--- src/design/acc_pkg.sv ---
// Package for the comparator control/status block: offsets, bit positions, types.
// Assumes a 32-bit AXI4-Lite register bus and a single 25 MHz clock.
package acc_pkg;
  // Register byte offsets
  localparam logic [3:0] ACC_OFF_CTRL1  = 4'h0; // Control register, comparator one
  localparam logic [3:0] ACC_OFF_CTRL2  = 4'h4; // Control register, comparator two
  localparam logic [3:0] ACC_OFF_STATUS = 4'h8; // Shared status register
  localparam logic [3:0] ACC_OFF_IRQST  = 4'hc; // Sticky interrupt status
  localparam logic [4:0] ACC_OFF_MASK   = 5'h10; // Interrupt mask
  // Control register fields
  localparam int ACC_CTL_ON   = 15; // Module enable
  localparam int ACC_CTL_OE   = 14; // Output pin enable
  localparam int ACC_CTL_INV  = 13; // Output polarity
  localparam int ACC_CTL_EVH  = 7;  // Event select high bit
  localparam int ACC_CTL_EVL  = 6;  // Event select low bit
  localparam logic [15:0] ACC_CTL_WMASK = 16'he0c0; // Writable control bits
  localparam logic [15:0] ACC_CTL_RST   = 16'h0000; // Control reset value
  // Status register fields
  localparam int ACC_ST_IDLE = 15; // Stop-in-idle control
  localparam int ACC_ST_EV2  = 9;  // Event flag, comparator two
  localparam int ACC_ST_EV1  = 8;  // Event flag, comparator one
  localparam int ACC_ST_OUT2 = 1;  // Live output, comparator two
  localparam int ACC_ST_OUT1 = 0;  // Live output, comparator one
  // Event select codes
  localparam logic [1:0] ACC_EV_RISE = 2'h1; // Low-to-high edge
  localparam logic [1:0] ACC_EV_FALL = 2'h2; // High-to-low edge
  localparam logic [1:0] ACC_EV_ANY  = 2'h3; // Either edge
  // AXI responses
  localparam logic [1:0] ACC_RESP_OK  = 2'h0;
  localparam logic [1:0] ACC_RESP_ERR = 2'h2;
  // Per-comparator control bundle
  typedef struct packed {
    logic       on;
    logic       oe;
    logic       inv;
    logic [1:0] evsel;
  } acc_ctl_s;
endpackage : acc_pkg

--- src/design/acc_edge.sv ---
// Per-comparator output shaping and edge-detect event generation.
// Assumes a synchronised raw comparator level on the same clock.
`timescale 1ns/1ns
`default_nettype none
module acc_edge (
  input  wire logic          ref_clk, // System clock
  input  wire logic          rst_n,   // Asynchronous reset, active low
  input  wire logic          raw_in,  // Synchronised analog result
  input  wire acc_pkg::acc_ctl_s ctl, // Control bundle
  output logic               out_reg, // Polarity-corrected output
  output logic               ev_pulse // One-cycle event strobe
);
  logic out_next; // Next output value
  logic rise;     // Output rose
  logic fall;     // Output fell

  // A disabled comparator reads low whatever the polarity; polarity applies only while enabled
  assign out_next = ctl.on & (raw_in ^ ctl.inv);

  always_ff @(posedge ref_clk or negedge rst_n)
  begin
    if (!rst_n)
      out_reg <= 1'b0;
    else
      out_reg <= out_next;
  end

  // Edges seen on the corrected output, so inversion does not swap the sense
  assign rise = out_next & ~out_reg;
  assign fall = ~out_next & out_reg;

  // Event select decode; code zero means no events
  always_comb
  begin
    case (ctl.evsel)
      acc_pkg::ACC_EV_RISE: ev_pulse = rise;
      acc_pkg::ACC_EV_FALL: ev_pulse = fall;
      acc_pkg::ACC_EV_ANY:  ev_pulse = rise | fall;
      default:              ev_pulse = 1'b0;
    endcase
  end

  // Polarity must not change which edge is flagged
  a_edge_sense: assert property (@(posedge ref_clk) disable iff (!rst_n)
    (ctl.evsel == acc_pkg::ACC_EV_RISE && ev_pulse) |-> (out_next && !out_reg))
    else $error("rise select flagged a non-rising edge");
  a_edge_off: assert property (@(posedge ref_clk) disable iff (!rst_n)
    (ctl.evsel == 2'h0) |-> !ev_pulse)
    else $error("event raised with events disabled");
endmodule : acc_edge
`default_nettype wire

--- src/design/acc_sync.sv ---
// Two-flop synchroniser for a single asynchronous level.
// Assumes the input comes from outside the ref_clk domain.
`timescale 1ns/1ns
`default_nettype none
module acc_sync (
  input  wire logic ref_clk,  // System clock
  input  wire logic rst_n,    // Asynchronous reset, active low
  input  wire logic async_in, // Level from outside
  output logic      sync_out  // Level safe to use
);
  logic meta_reg; // First stage, read only by the second stage

  // Two stages, reset to zero
  always_ff @(posedge ref_clk or negedge rst_n)
  begin
    if (!rst_n)
    begin
      meta_reg <= 1'b0;
      sync_out <= 1'b0;
    end
    else
    begin
      meta_reg <= async_in;
      sync_out <= meta_reg;
    end
  end
endmodule : acc_sync
`default_nettype wire

--- src/design/acc_top.sv ---
// Top of the dual comparator control/status block with AXI4-Lite registers.
// Assumes raw comparator levels arrive asynchronously and the idle level is a pin.
`timescale 1ns/1ns
`default_nettype none
// How it works
// - Output-enable bit 14 drives dedicated pin
// - Enable bit 15 cleared disables comparator
// - Clearing output-enable returns pin to digital
// - Event select bits 7:6 pick edge
// - Polarity bit 13 inverts, edge sense kept
// - Stop-in-idle bit 15 suppresses idle interrupts
// - Status bits 9,8 are hardware event flags
// - Status bits 1,0 mirror live outputs
// - Unimplemented status bits zero, reset zero
module acc_top (
  input  wire logic        ref_clk,        // System clock, 25 MHz
  input  wire logic        rst_n,          // Asynchronous reset, active low
  input  wire logic        cmp_raw_one,    // Analog result, comparator one
  input  wire logic        cmp_raw_two,    // Analog result, comparator two
  input  wire logic        cpu_idle,       // Device in idle mode
  input  wire logic        s_axi_awvalid,
  output logic             s_axi_awready,
  input  wire logic [4:0]  s_axi_awaddr,
  input  wire logic        s_axi_wvalid,
  output logic             s_axi_wready,
  input  wire logic [31:0] s_axi_wdata,
  input  wire logic [3:0]  s_axi_wstrb,
  output logic             s_axi_bvalid,
  input  wire logic        s_axi_bready,
  output logic [1:0]       s_axi_bresp,
  input  wire logic        s_axi_arvalid,
  output logic             s_axi_arready,
  input  wire logic [4:0]  s_axi_araddr,
  output logic             s_axi_rvalid,
  input  wire logic        s_axi_rready,
  output logic [31:0]      s_axi_rdata,
  output logic [1:0]       s_axi_rresp,
  output logic             cmp_one_output_pin,    // Pin level, comparator one
  output logic             cmp_one_output_pin_oe, // Pin taken by comparator one
  output logic             cmp_two_output_pin,    // Pin level, comparator two
  output logic             cmp_two_output_pin_oe, // Pin taken by comparator two
  output logic             irq                    // Level interrupt
);
  localparam int NCMP = 2; // Comparators in the block
  logic [15:0] cmp_control_reg [NCMP]; // Control registers
  acc_pkg::acc_ctl_s ctl [NCMP];       // Decoded control
  logic [NCMP-1:0] raw_sync;           // Synchronised raw levels
  logic [NCMP-1:0] out_live;           // Corrected outputs
  logic [NCMP-1:0] ev_pulse;           // Edge strobes
  logic [NCMP-1:0] ev_flag_reg;        // Hardware event flags
  logic [NCMP-1:0] irq_st_reg;         // Sticky interrupt status
  logic [NCMP-1:0] irq_mask_reg;       // Interrupt mask
  logic            cmp_stop_in_idle;   // Stop-in-idle control
  logic            idle_sync;          // Synchronised idle level
  logic [NCMP-1:0] raw_in;             // Raw pins as a vector
  logic [NCMP-1:0] ev_gated;           // Events allowed to interrupt
  logic [15:0]     status_word;        // Status register image
  // Write path holding registers
  logic            aw_held_reg;
  logic [4:0]      aw_addr_reg;
  logic            w_held_reg;
  logic [31:0]     w_data_reg;
  logic [3:0]      w_strb_reg;
  logic            do_write;
  logic [NCMP-1:0] w1c_bits;            // Interrupt bits being cleared
  // Word offset compare shared by read and write decode
  function automatic logic hit(input logic [4:0] a, input logic [4:0] off);
    hit = (a[4:2] == off[4:2]);
  endfunction : hit
  assign raw_in = {cmp_raw_two, cmp_raw_one};
  // Per-comparator synchroniser, shaping and event detect
  genvar gi;
  generate
    for (gi = 0; gi < NCMP; gi++)
    begin : g_cmp
      assign ctl[gi] = '{on:    cmp_control_reg[gi][acc_pkg::ACC_CTL_ON],
                         oe:    cmp_control_reg[gi][acc_pkg::ACC_CTL_OE],
                         inv:   cmp_control_reg[gi][acc_pkg::ACC_CTL_INV],
                         evsel: cmp_control_reg[gi][acc_pkg::ACC_CTL_EVH:acc_pkg::ACC_CTL_EVL]};
      acc_sync u_sync (
        .ref_clk  (ref_clk),
        .rst_n    (rst_n),
        .async_in (raw_in[gi]),
        .sync_out (raw_sync[gi])
      );
      acc_edge u_edge (
        .ref_clk  (ref_clk),
        .rst_n    (rst_n),
        .raw_in   (raw_sync[gi]),
        .ctl      (ctl[gi]),
        .out_reg  (out_live[gi]),
        .ev_pulse (ev_pulse[gi])
      );
    end
  endgenerate
  acc_sync u_idle_sync (
    .ref_clk  (ref_clk),
    .rst_n    (rst_n),
    .async_in (cpu_idle),
    .sync_out (idle_sync)
  );
  // Stop-in-idle masks interrupts only; the flags still follow edges
  assign ev_gated = ev_pulse & {NCMP{~(cmp_stop_in_idle & idle_sync)}};
  // Write address and data are taken independently, in either order
  assign do_write = aw_held_reg & w_held_reg & ~s_axi_bvalid;
  always_ff @(posedge ref_clk or negedge rst_n)
  begin
    if (!rst_n)
    begin
      aw_held_reg   <= 1'b0;
      aw_addr_reg   <= 5'h00;
      s_axi_awready <= 1'b0;
    end
    else if (s_axi_awvalid && !aw_held_reg && !s_axi_awready)
      s_axi_awready <= 1'b1;
    else if (s_axi_awready)
    begin
      s_axi_awready <= 1'b0;
      aw_held_reg   <= 1'b1;
      aw_addr_reg   <= s_axi_awaddr;
    end
    else if (do_write)
      aw_held_reg <= 1'b0;
  end

  always_ff @(posedge ref_clk or negedge rst_n)
  begin
    if (!rst_n)
    begin
      w_held_reg   <= 1'b0;
      w_data_reg   <= 32'h0000_0000;
      w_strb_reg   <= 4'h0;
      s_axi_wready <= 1'b0;
    end
    else if (s_axi_wvalid && !w_held_reg && !s_axi_wready)
      s_axi_wready <= 1'b1;
    else if (s_axi_wready)
    begin
      s_axi_wready <= 1'b0;
      w_held_reg   <= 1'b1;
      w_data_reg   <= s_axi_wdata;
      w_strb_reg   <= s_axi_wstrb;
    end
    else if (do_write)
      w_held_reg <= 1'b0;
  end
  // Write response; unmapped addresses answer SLVERR
  always_ff @(posedge ref_clk or negedge rst_n)
  begin
    if (!rst_n)
    begin
      s_axi_bvalid <= 1'b0;
      s_axi_bresp  <= acc_pkg::ACC_RESP_OK;
    end
    else if (do_write)
    begin
      s_axi_bvalid <= 1'b1;
      s_axi_bresp  <= (aw_addr_reg > acc_pkg::ACC_OFF_MASK) ?
                      acc_pkg::ACC_RESP_ERR : acc_pkg::ACC_RESP_OK;
    end
    else if (s_axi_bready)
      s_axi_bvalid <= 1'b0;
  end
  // Control registers; only the documented fields are writable
  always_ff @(posedge ref_clk or negedge rst_n)
  begin
    if (!rst_n)
    begin
      cmp_control_reg[0] <= acc_pkg::ACC_CTL_RST;
      cmp_control_reg[1] <= acc_pkg::ACC_CTL_RST;
    end
    else if (do_write)
    begin
      for (int i = 0; i < NCMP; i++)
      begin
        if (hit(aw_addr_reg, {1'b0, acc_pkg::ACC_OFF_CTRL1} + 5'(4 * i)))
        begin
          if (w_strb_reg[0])
            cmp_control_reg[i][7:0] <= w_data_reg[7:0] & acc_pkg::ACC_CTL_WMASK[7:0];
          if (w_strb_reg[1])
            cmp_control_reg[i][15:8] <= w_data_reg[15:8] & acc_pkg::ACC_CTL_WMASK[15:8];
        end
      end
    end
  end
  // Stop-in-idle and mask registers
  always_ff @(posedge ref_clk or negedge rst_n)
  begin
    if (!rst_n)
    begin
      cmp_stop_in_idle <= 1'b0;
      irq_mask_reg     <= '0;
    end
    else if (do_write)
    begin
      if (hit(aw_addr_reg, {1'b0, acc_pkg::ACC_OFF_STATUS}) && w_strb_reg[1])
        cmp_stop_in_idle <= w_data_reg[acc_pkg::ACC_ST_IDLE];
      if (hit(aw_addr_reg, acc_pkg::ACC_OFF_MASK) && w_strb_reg[0])
        irq_mask_reg <= w_data_reg[NCMP-1:0];
    end
  end
  // Event flags follow every selected edge, cleared when the comparator is switched off
  always_ff @(posedge ref_clk or negedge rst_n)
  begin
    if (!rst_n)
      ev_flag_reg <= '0;
    else
    begin
      for (int i = 0; i < NCMP; i++)
      begin
        if (ev_pulse[i])
          ev_flag_reg[i] <= 1'b1;
        else if (!ctl[i].on)
          ev_flag_reg[i] <= 1'b0;
      end
    end
  end
  // Sticky interrupt bits: write one to clear, a new event wins
  assign w1c_bits = (do_write && hit(aw_addr_reg, {1'b0, acc_pkg::ACC_OFF_IRQST}) && w_strb_reg[0])
                    ? w_data_reg[NCMP-1:0] : '0;

  always_ff @(posedge ref_clk or negedge rst_n)
  begin
    if (!rst_n)
      irq_st_reg <= '0;
    else
      irq_st_reg <= (irq_st_reg & ~w1c_bits) | ev_gated;
  end
  // Interrupt line from the next sticky value, so it is not a cycle late
  always_ff @(posedge ref_clk or negedge rst_n)
  begin
    if (!rst_n)
      irq <= 1'b0;
    else
      irq <= |((irq_st_reg & ~w1c_bits | ev_gated) & irq_mask_reg);
  end

  // Status image; bits not listed read zero
  always_comb
  begin
    status_word = 16'h0000;
    status_word[acc_pkg::ACC_ST_IDLE] = cmp_stop_in_idle;
    status_word[acc_pkg::ACC_ST_EV2]  = ev_flag_reg[1];
    status_word[acc_pkg::ACC_ST_EV1]  = ev_flag_reg[0];
    status_word[acc_pkg::ACC_ST_OUT2] = out_live[1];
    status_word[acc_pkg::ACC_ST_OUT1] = out_live[0];
  end

  // Read channel: one cycle to accept, data the cycle after
  always_ff @(posedge ref_clk or negedge rst_n)
  begin
    if (!rst_n)
    begin
      s_axi_arready <= 1'b0;
      s_axi_rvalid  <= 1'b0;
      s_axi_rdata   <= 32'h0000_0000;
      s_axi_rresp   <= acc_pkg::ACC_RESP_OK;
    end
    else if (s_axi_arready)
    begin
      s_axi_arready <= 1'b0;
      s_axi_rvalid  <= 1'b1;
      s_axi_rresp   <= acc_pkg::ACC_RESP_OK;
      if (hit(s_axi_araddr, {1'b0, acc_pkg::ACC_OFF_CTRL1}))
        s_axi_rdata <= {16'h0000, cmp_control_reg[0]};
      else if (hit(s_axi_araddr, {1'b0, acc_pkg::ACC_OFF_CTRL2}))
        s_axi_rdata <= {16'h0000, cmp_control_reg[1]};
      else if (hit(s_axi_araddr, {1'b0, acc_pkg::ACC_OFF_STATUS}))
        s_axi_rdata <= {16'h0000, status_word};
      else if (hit(s_axi_araddr, {1'b0, acc_pkg::ACC_OFF_IRQST}))
        s_axi_rdata <= {30'h0, irq_st_reg};
      else if (hit(s_axi_araddr, acc_pkg::ACC_OFF_MASK))
        s_axi_rdata <= {30'h0, irq_mask_reg};
      else
      begin
        s_axi_rdata <= 32'h0000_0000;
        s_axi_rresp <= acc_pkg::ACC_RESP_ERR;
      end
    end
    else if (s_axi_rvalid)
    begin
      if (s_axi_rready)
        s_axi_rvalid <= 1'b0;
    end
    else if (s_axi_arvalid)
      s_axi_arready <= 1'b1;
  end
  // Pin takeover follows the output-enable bit alone, so clearing it frees the pin
  always_ff @(posedge ref_clk or negedge rst_n)
  begin
    if (!rst_n)
    begin
      cmp_one_output_pin    <= 1'b0;
      cmp_one_output_pin_oe <= 1'b0;
      cmp_two_output_pin    <= 1'b0;
      cmp_two_output_pin_oe <= 1'b0;
    end
    else
    begin
      cmp_one_output_pin    <= out_live[0];
      cmp_one_output_pin_oe <= ctl[0].oe;
      cmp_two_output_pin    <= out_live[1];
      cmp_two_output_pin_oe <= ctl[1].oe;
    end
  end
  a_pin_release: assert property (@(posedge ref_clk) disable iff (!rst_n)
    !ctl[0].oe |=> !cmp_one_output_pin_oe)
    else $error("pin one still taken after output enable cleared");
  a_pin_take: assert property (@(posedge ref_clk) disable iff (!rst_n)
    ctl[1].oe |=> cmp_two_output_pin_oe)
    else $error("pin two not taken while output enable set");
  a_off_low: assert property (@(posedge ref_clk) disable iff (!rst_n)
    !ctl[0].on |=> !out_live[0])
    else $error("disabled comparator output not low");
  a_flag_set: assert property (@(posedge ref_clk) disable iff (!rst_n)
    ev_pulse[1] |=> status_word[acc_pkg::ACC_ST_EV2])
    else $error("event flag two not set after event");
  a_live_copy: assert property (@(posedge ref_clk) disable iff (!rst_n)
    status_word[acc_pkg::ACC_ST_OUT1] == out_live[0])
    else $error("status output bit differs from live output");
  a_idle_quiet: assert property (@(posedge ref_clk) disable iff (!rst_n)
    (cmp_stop_in_idle && idle_sync && irq_st_reg == '0) |=> irq_st_reg == '0)
    else $error("interrupt status set during stopped idle");
  a_irq_level: assert property (@(posedge ref_clk) disable iff (!rst_n)
    (ev_gated[0] && irq_mask_reg[0]) |=> irq)
    else $error("unmasked event did not raise interrupt");
  a_stat_zero: assert property (@(posedge ref_clk) disable iff (!rst_n)
    status_word[14:10] == 5'h00 && status_word[7:2] == 6'h00)
    else $error("unimplemented status bits not zero");
endmodule : acc_top
`default_nettype wire

--- config.mk ---
export PLATFORM = sky130hd
export DESIGN_NAME = acc_top
export DESIGN_NICKNAME = d
export VERILOG_FILES = /design/src/design/acc_pkg.sv /design/src/design/acc_edge.sv /design/src/design/acc_sync.sv /design/src/design/acc_top.sv
export SDC_FILE = /design/constraint.sdc
export NUM_CORES = 1
export LEC_CHECK = 0
export BUFFER_PORTS_ARGS = -buffer_cell sky130_fd_sc_hd__buf_2
export CORE_MARGIN = 2
export CORE_UTILIZATION = 49
export DETAILED_ROUTE_END_ITERATION = 16
export GPL_TIMING_DRIVEN = 0
export PLACE_DENSITY = 0.8
export SYNTH_ARGS = -nofsm -noshare
export SYNTH_HDL_FRONTEND = slang
export SYNTH_SLANG_ARGS = --single-unit
--- constraint.sdc ---
create_clock -name ref_clk -period 1.8 [get_ports ref_clk]
set_input_delay 0.36 -clock ref_clk [delete_from_list [all_inputs] [get_ports ref_clk]]
set_output_delay 0.36 -clock ref_clk [all_outputs]
set_load 0.05 [all_outputs]
### After elaboration in Yosys (flattened, before gate mapping)

Cells that the tools add are included.

* register bits after elaboration: 96
* bits of input ports: 56
* output and inout port bits: 46
* logic and storage cells: 137

* magnitude comparators: 1
* equal/unequal tests: 16
* multiplexer cells: 31
* bitwise logic cells: 26
* reduce and logical (&&, ||, !) cells: 28

Operator list (number)
* $mux W16: 3
* $mux W2: 9
* $mux W1: 17
* $eq A3 B2 Y1 const B: 4
* $reduce_and A2 Y1: 6
* $reduce_and A3 Y1: 4
* $and A1 B1 Y1: 9
* $eq A2 B2 Y1 const B: 4
* $logic_and A1 B1 Y1: 8
* $not A1 Y1: 8
* $and A2 B2 Y2: 3
* $eq A3 B1 Y1 const B: 2
* $eq A3 B3 Y1 const B: 2
* $logic_not A3 Y1: 2
* $pmux W1 S3: 2
* $reduce_bool A2 Y1: 3
* $gt A5 B5 Y1 const B: 1
* $eq A2 B1 Y1 const B: 2
* $logic_not A1 Y1: 4
* $ne A2 B1 Y1 const B: 2
* $not A2 Y2: 1
* $or A1 B1 Y1: 2
* $or A2 B2 Y2: 1
* $reduce_or A2 Y1: 1
* $xor A1 B1 Y1: 2

### Logic depth before layout (Yosys ltp)

* depth in word-level cells: 10
* mapped depth: 8
* depth with buffers taken out: 8

### Hierarchy

From an unflattened synthesis, not the netlist that was laid out.

* cell total of the unflattened synthesis: 226
* area, all modules: 2788.9 µm²

Modules (own cells, without submodules)
* acc_top: times used 1, cells an instance 198, area each 2436.1 µm², seq. area each 1351.3 µm²
* acc_edge: times used 2, cells an instance 11, area each 101.3 µm², seq. area each 25.0 µm²
* acc_sync: times used 3, cells an instance 2, area each 50.0 µm², seq. area each 50.0 µm²

### Least setup slack after synthesis

Ideal clock, no wire load.

* path kind: register to register
* start point: register s_axi_bvalid
* end point: register cmp_control_reg[22] (netlist name)
* library setup time: 0.125 ns
* arrival: 1.583 ns
* required time: 1.675 ns
* slack: 0.092 ns
* stages on the path, launching flop included: 5
* buffers on the path: 0
* period minus slack after synthesis: 1.708 ns
* cell sequence: dfrtp_1 nand3b_1 nor4b_2 and2b_1 mux2_2

* word-level cells in the longest chain between the ends: 3

Ends and longest elaborated chain
* from (decl): line acc_top.sv:28 `output logic s_axi_bvalid,`
* from (signal assigned): line acc_top.sv:152 `s_axi_bvalid <= 1'b0;`
* from (signal assigned): line acc_top.sv:157 `s_axi_bvalid <= 1'b1;`
* from (signal assigned): line acc_top.sv:162 `s_axi_bvalid <= 1'b0;`
* $not A1 Y1: line acc_top.sv:105 `assign do_write = aw_held_reg & w_held_reg & ~s_axi_bvalid;`
* $and A1 B1 Y1: line acc_top.sv:105
* $reduce_and A3 Y1 (no source line)
* to (signal, indexed assignment): line acc_top.sv:179 `cmp_control_reg[i][7:0] <= w_data_reg[7:0] & acc_pkg::ACC_CTL_WMASK[7:0];`
* to (signal, indexed assignment): line acc_top.sv:181 `cmp_control_reg[i][15:8] <= w_data_reg[15:8] & acc_pkg::ACC_CTL_WMASK[15:8];`
* to (decl): line acc_top.sv:45 `logic [15:0] cmp_control_reg [NCMP];`

No other way between the ends.
A chain may end at the register's enable or synchronous reset.

### Worst setup path in the final report

* start point: register g_cmp[1].u_sync.sync_out
* end point: register irq

* word-level cells in the longest chain between the ends: 10
* elaborated cells on any way between the ends: 11
* classes of those cells: mux: 1; bitwise: 9; reduce/logical: 1

Ends and longest elaborated chain
* from (decl): line acc_sync.sv:9 `output logic sync_out`
* from (signal assigned): line acc_sync.sv:24 `sync_out <= meta_reg;`
* $xor A1 B1 Y1 (*): line acc_edge.sv:18 `assign out_next = ctl.on & (raw_in ^ ctl.inv);`
* $and A1 B1 Y1 (*): line acc_edge.sv:18
* $not A1 Y1: line acc_edge.sv:30 `assign fall = ~out_next & out_reg;`
* $and A1 B1 Y1: line acc_edge.sv:30
* $or A1 B1 Y1: line acc_edge.sv:38 `acc_pkg::ACC_EV_ANY: ev_pulse = rise | fall;`
* $pmux W1 S3 (*): line acc_edge.sv:35 `case (ctl.evsel)`
* $and A2 B2 Y2 (*): line acc_top.sv:103 `assign ev_gated = ev_pulse & {NCMP{~(cmp_stop_in_idle & idle_sync)}};`
* $or A2 B2 Y2 (*): line acc_top.sv:235 `irq <= |((irq_st_reg & ~w1c_bits | ev_gated) & irq_mask_reg);`
* $and A2 B2 Y2 (*): line acc_top.sv:235
* $reduce_or A2 Y1 (*): line acc_top.sv:235
* to (signal assigned): line acc_top.sv:235
* to (decl): line acc_top.sv:42 `output logic irq`

Mark *: on every way between the ends. The rest lies on a longest branch, timed or not.

==> results.toml <==
[status]
outcome = "finished clean"

[floorplanning]
die_y_um = 78.0
die_x_um = 78.0
core_area_um2 = 5200
start_util_pct = 51.5
pin_count = 102
dieArea_um2 = 6080
rows = 26

[timing]
fmax_mhz = 583
worst_slew_pin_slew_ns = 0.755
fin_setup_tns_ns = 0
drv_slew = 0
fin_crit_ns = 1.71
setup_viol = 0
fin_skew_ns = 0.00671
hold_violations = 0
slew-limit-headroom_pct = 49.7
finalCritPeriodShare_pct = 95.2

[placement]
dpl.hpwl_um = 3480
gp_congestion = 0.908
io_buffers = 46
dpl_cell_area_um2 = 3090

[synth]
synthTopCellsByCount = "62 x dfrtp_1, 27 x mux2_2, 25 x buf_4, 13 x nor2_1, 12 x nand2_1"
ys_seq_area_share_pct = 57.9
syn_avg_cell_area_um2 = 12.2
synth_area_leaders = "dfrtp_1 58%, mux2_2 11%, buf_4 7.0%, ha_1 1.9%, nor2_1 1.8%"
synth_cells = 220
synth-edff-count = 0
ys.warnings.count = 0
synthFlopType = "dfrtp_1"
yosys.cell_count.top_type = "dfrtp_1"
synth.distinct_cells = 33
syn-cell-area_um2 = 2680
ys_ff_latch = 62
synth_top_area_cell = "dfrtp_1"
synth_top_area_share_pct = 57.9
synth-async-reset-ratio_pct = 100

[final_layout]
nets = 363
diodes = 0
largest_reg_flops = 10
stdcell_area_um2 = 3320
regArea_um2 = 1550
drive_gt1_share_pct = 39.9
nFillCells = 429
area_growth_syn_to_layout_pct = 24.0
multi_input_area_um2 = 986

[route]
ant_nets = 0
dr.pass1.iters = 4
viasPerCell = 4.76
drt-total-wl_um = 4780
route.vias.total = 1800
wl_per_cell_um = 12.7
drt-initial-drc-count = 65
post-route-drc-count = 0

[worst_setup_path]
endpoint_kind = "flip-flop"
slowest_delay_ns = 0.38
startpoint_type = "flip-flop"
cpLargestDelayFamily = "compound AO/OA/AOI/OAI gates"
path_max_fanout = 2
crit_arrival_ns = 1.93
timing_worst_setup_path_type = "flip-flop to flip-flop"
crit_slowest_cell = "dfrtp_1"
path_buf_inv = 0
crit_chain = "xor2_1 > nand2_1 > ha_1 > and2_1 > o21ai_1 > a32o_2 > a22o_1"
cp.required_ns = 2.02

[global_routing]
grt_max_degree = 63
grt_pass1_wl_um = 8160
antenna_found_initial = 0
grt_overflow = 0
grt_pass1_vias = 1770
track_usage_pct = 17.5

[pwr]
ir_drop_v = 0.000797
powerDensity_nw_per_um2 = 1630
p_leak_nw = 1.70
total_power_mw = 5.43

[clock_network]
cts_max_level = 3
clockRootBuffer = "clkbuf_8"
path_clk_slew_ns = 0.07
tritoncts.num_buffers = 9
cts_num_sinks = 62
clock_latency_ns = 0.33
cts_tree = "built"
clk_path_buf_depth = 2

[worst_hold_path]
hp-class = "input pin to asynchronous set/reset pin"

[run]
max-cap-violations = 0
==> layout make-up <==
cell class                 count  share of cell area (%)
clock inverter                 4                    1.36
multi-input combinational    141                    29.7
timing repair buffer          48                    7.45
sequential                    62                    46.7
buffer                        31                    6.40
clock buffer                  12                    4.67
inverter                      10                    1.13
tap                           70                    2.64
==> path summary, 6_finish.rpt <==
check	startpoint	to	slack, ns	cells after the start
hold / removal	rst_n	aw_addr_reg[3]	0.09	1
setup reg to reg	g_cmp[1].u_sync.sync_out	irq	0.09	7
hold reg to reg	g_cmp[1].u_sync.meta_reg	g_cmp[1].u_sync.sync_out	0.35	0
setup / recovery	g_cmp[1].u_sync.sync_out	irq	0.09	7
min in group ref_clk	cmp_raw_two	g_cmp[1].u_sync.meta_reg	0.13	1
max in group asynchronous	rst_n	w_data_reg[15]	1.21	1
==> cells in the final DEF (no fill, tap or decap), types with 3 or more instances in the layout <==
master / instances
clkinv_2: 3
mux2_2: 27
a31oi_1: 3
clkbuf_1: 4
buf_4: 28
o21ai_0: 4
inv_1: 10
conb_1: 25
nor3b_1: 4
nor2_1: 13
nand2_1: 12
dfrtp_1: 62
a22oi_1: 4
nand3b_1: 3
mux2i_1: 3
buf_2: 47
a22o_1: 3
a21o_1: 5
clkbuf_8: 11
o22ai_1: 3
a21oi_1: 7
ha_1: 4
==> where the power goes <==
group | total [mW] | switching [mW] | leakage [nW] | internal, mW
combinational | 1.89 | 1.17 | 0.823 | 0.720
sequential | 2.33 | 0.418 | 0.771 | 1.91
clock | 1.21 | 0.505 | 0.106 | 0.708
==> stage by stage <==
stage	setup slack, ns	hold slack (ns)	std cells	utilization (%)
6_report	0.0856	0.0851	378	63.8
2_1_floorplan	0.0924	0.0644	244	-
3_5_place_dp	0.0322	0.336	360	59.3
3_3_place_gp	0.0673	0.334	360	59.3
5_1_grt	-0.00409	0.108	378	63.8
4_1_cts	0.0173	0.116	376	63.2
==> kinds of logic after synthesis <==
logic type      synth area share, %
compound gates                 8.03
xor+xnor                      0.654
fa+ha+maj                      1.87
buf+inv                        9.34
flops                          57.9
mux                            12.5
other cells                   0.140
simple gates                   9.62
==> routing by layer <==
metal	up-vias	GRT usage [%]	share of wire, %
met1	840	21.9	43
met2	68	27.9	47
met5	-	0	0
li1	884	-	-
met3	8	6.98	8.4
met4	0	5.26	1.1
==> worst register-to-register path, stage by stage (launching register included) <==
cell	delay [ns]
dfrtp_1	0.38
xor2_1	0.17
nand2_1	0.11
ha_1	0.28
and2_1	0.11
o21ai_1	0.07
a32o_2	0.28
a22o_1	0.19
==> what timing repair did <==
item	4_1_cts	5_1_grt
gates resized for setup	0	5
hold buffers	0	0
buffers inserted	0	2
setup endpoints to repair	0	1
(Power assumes the default switching activity.)
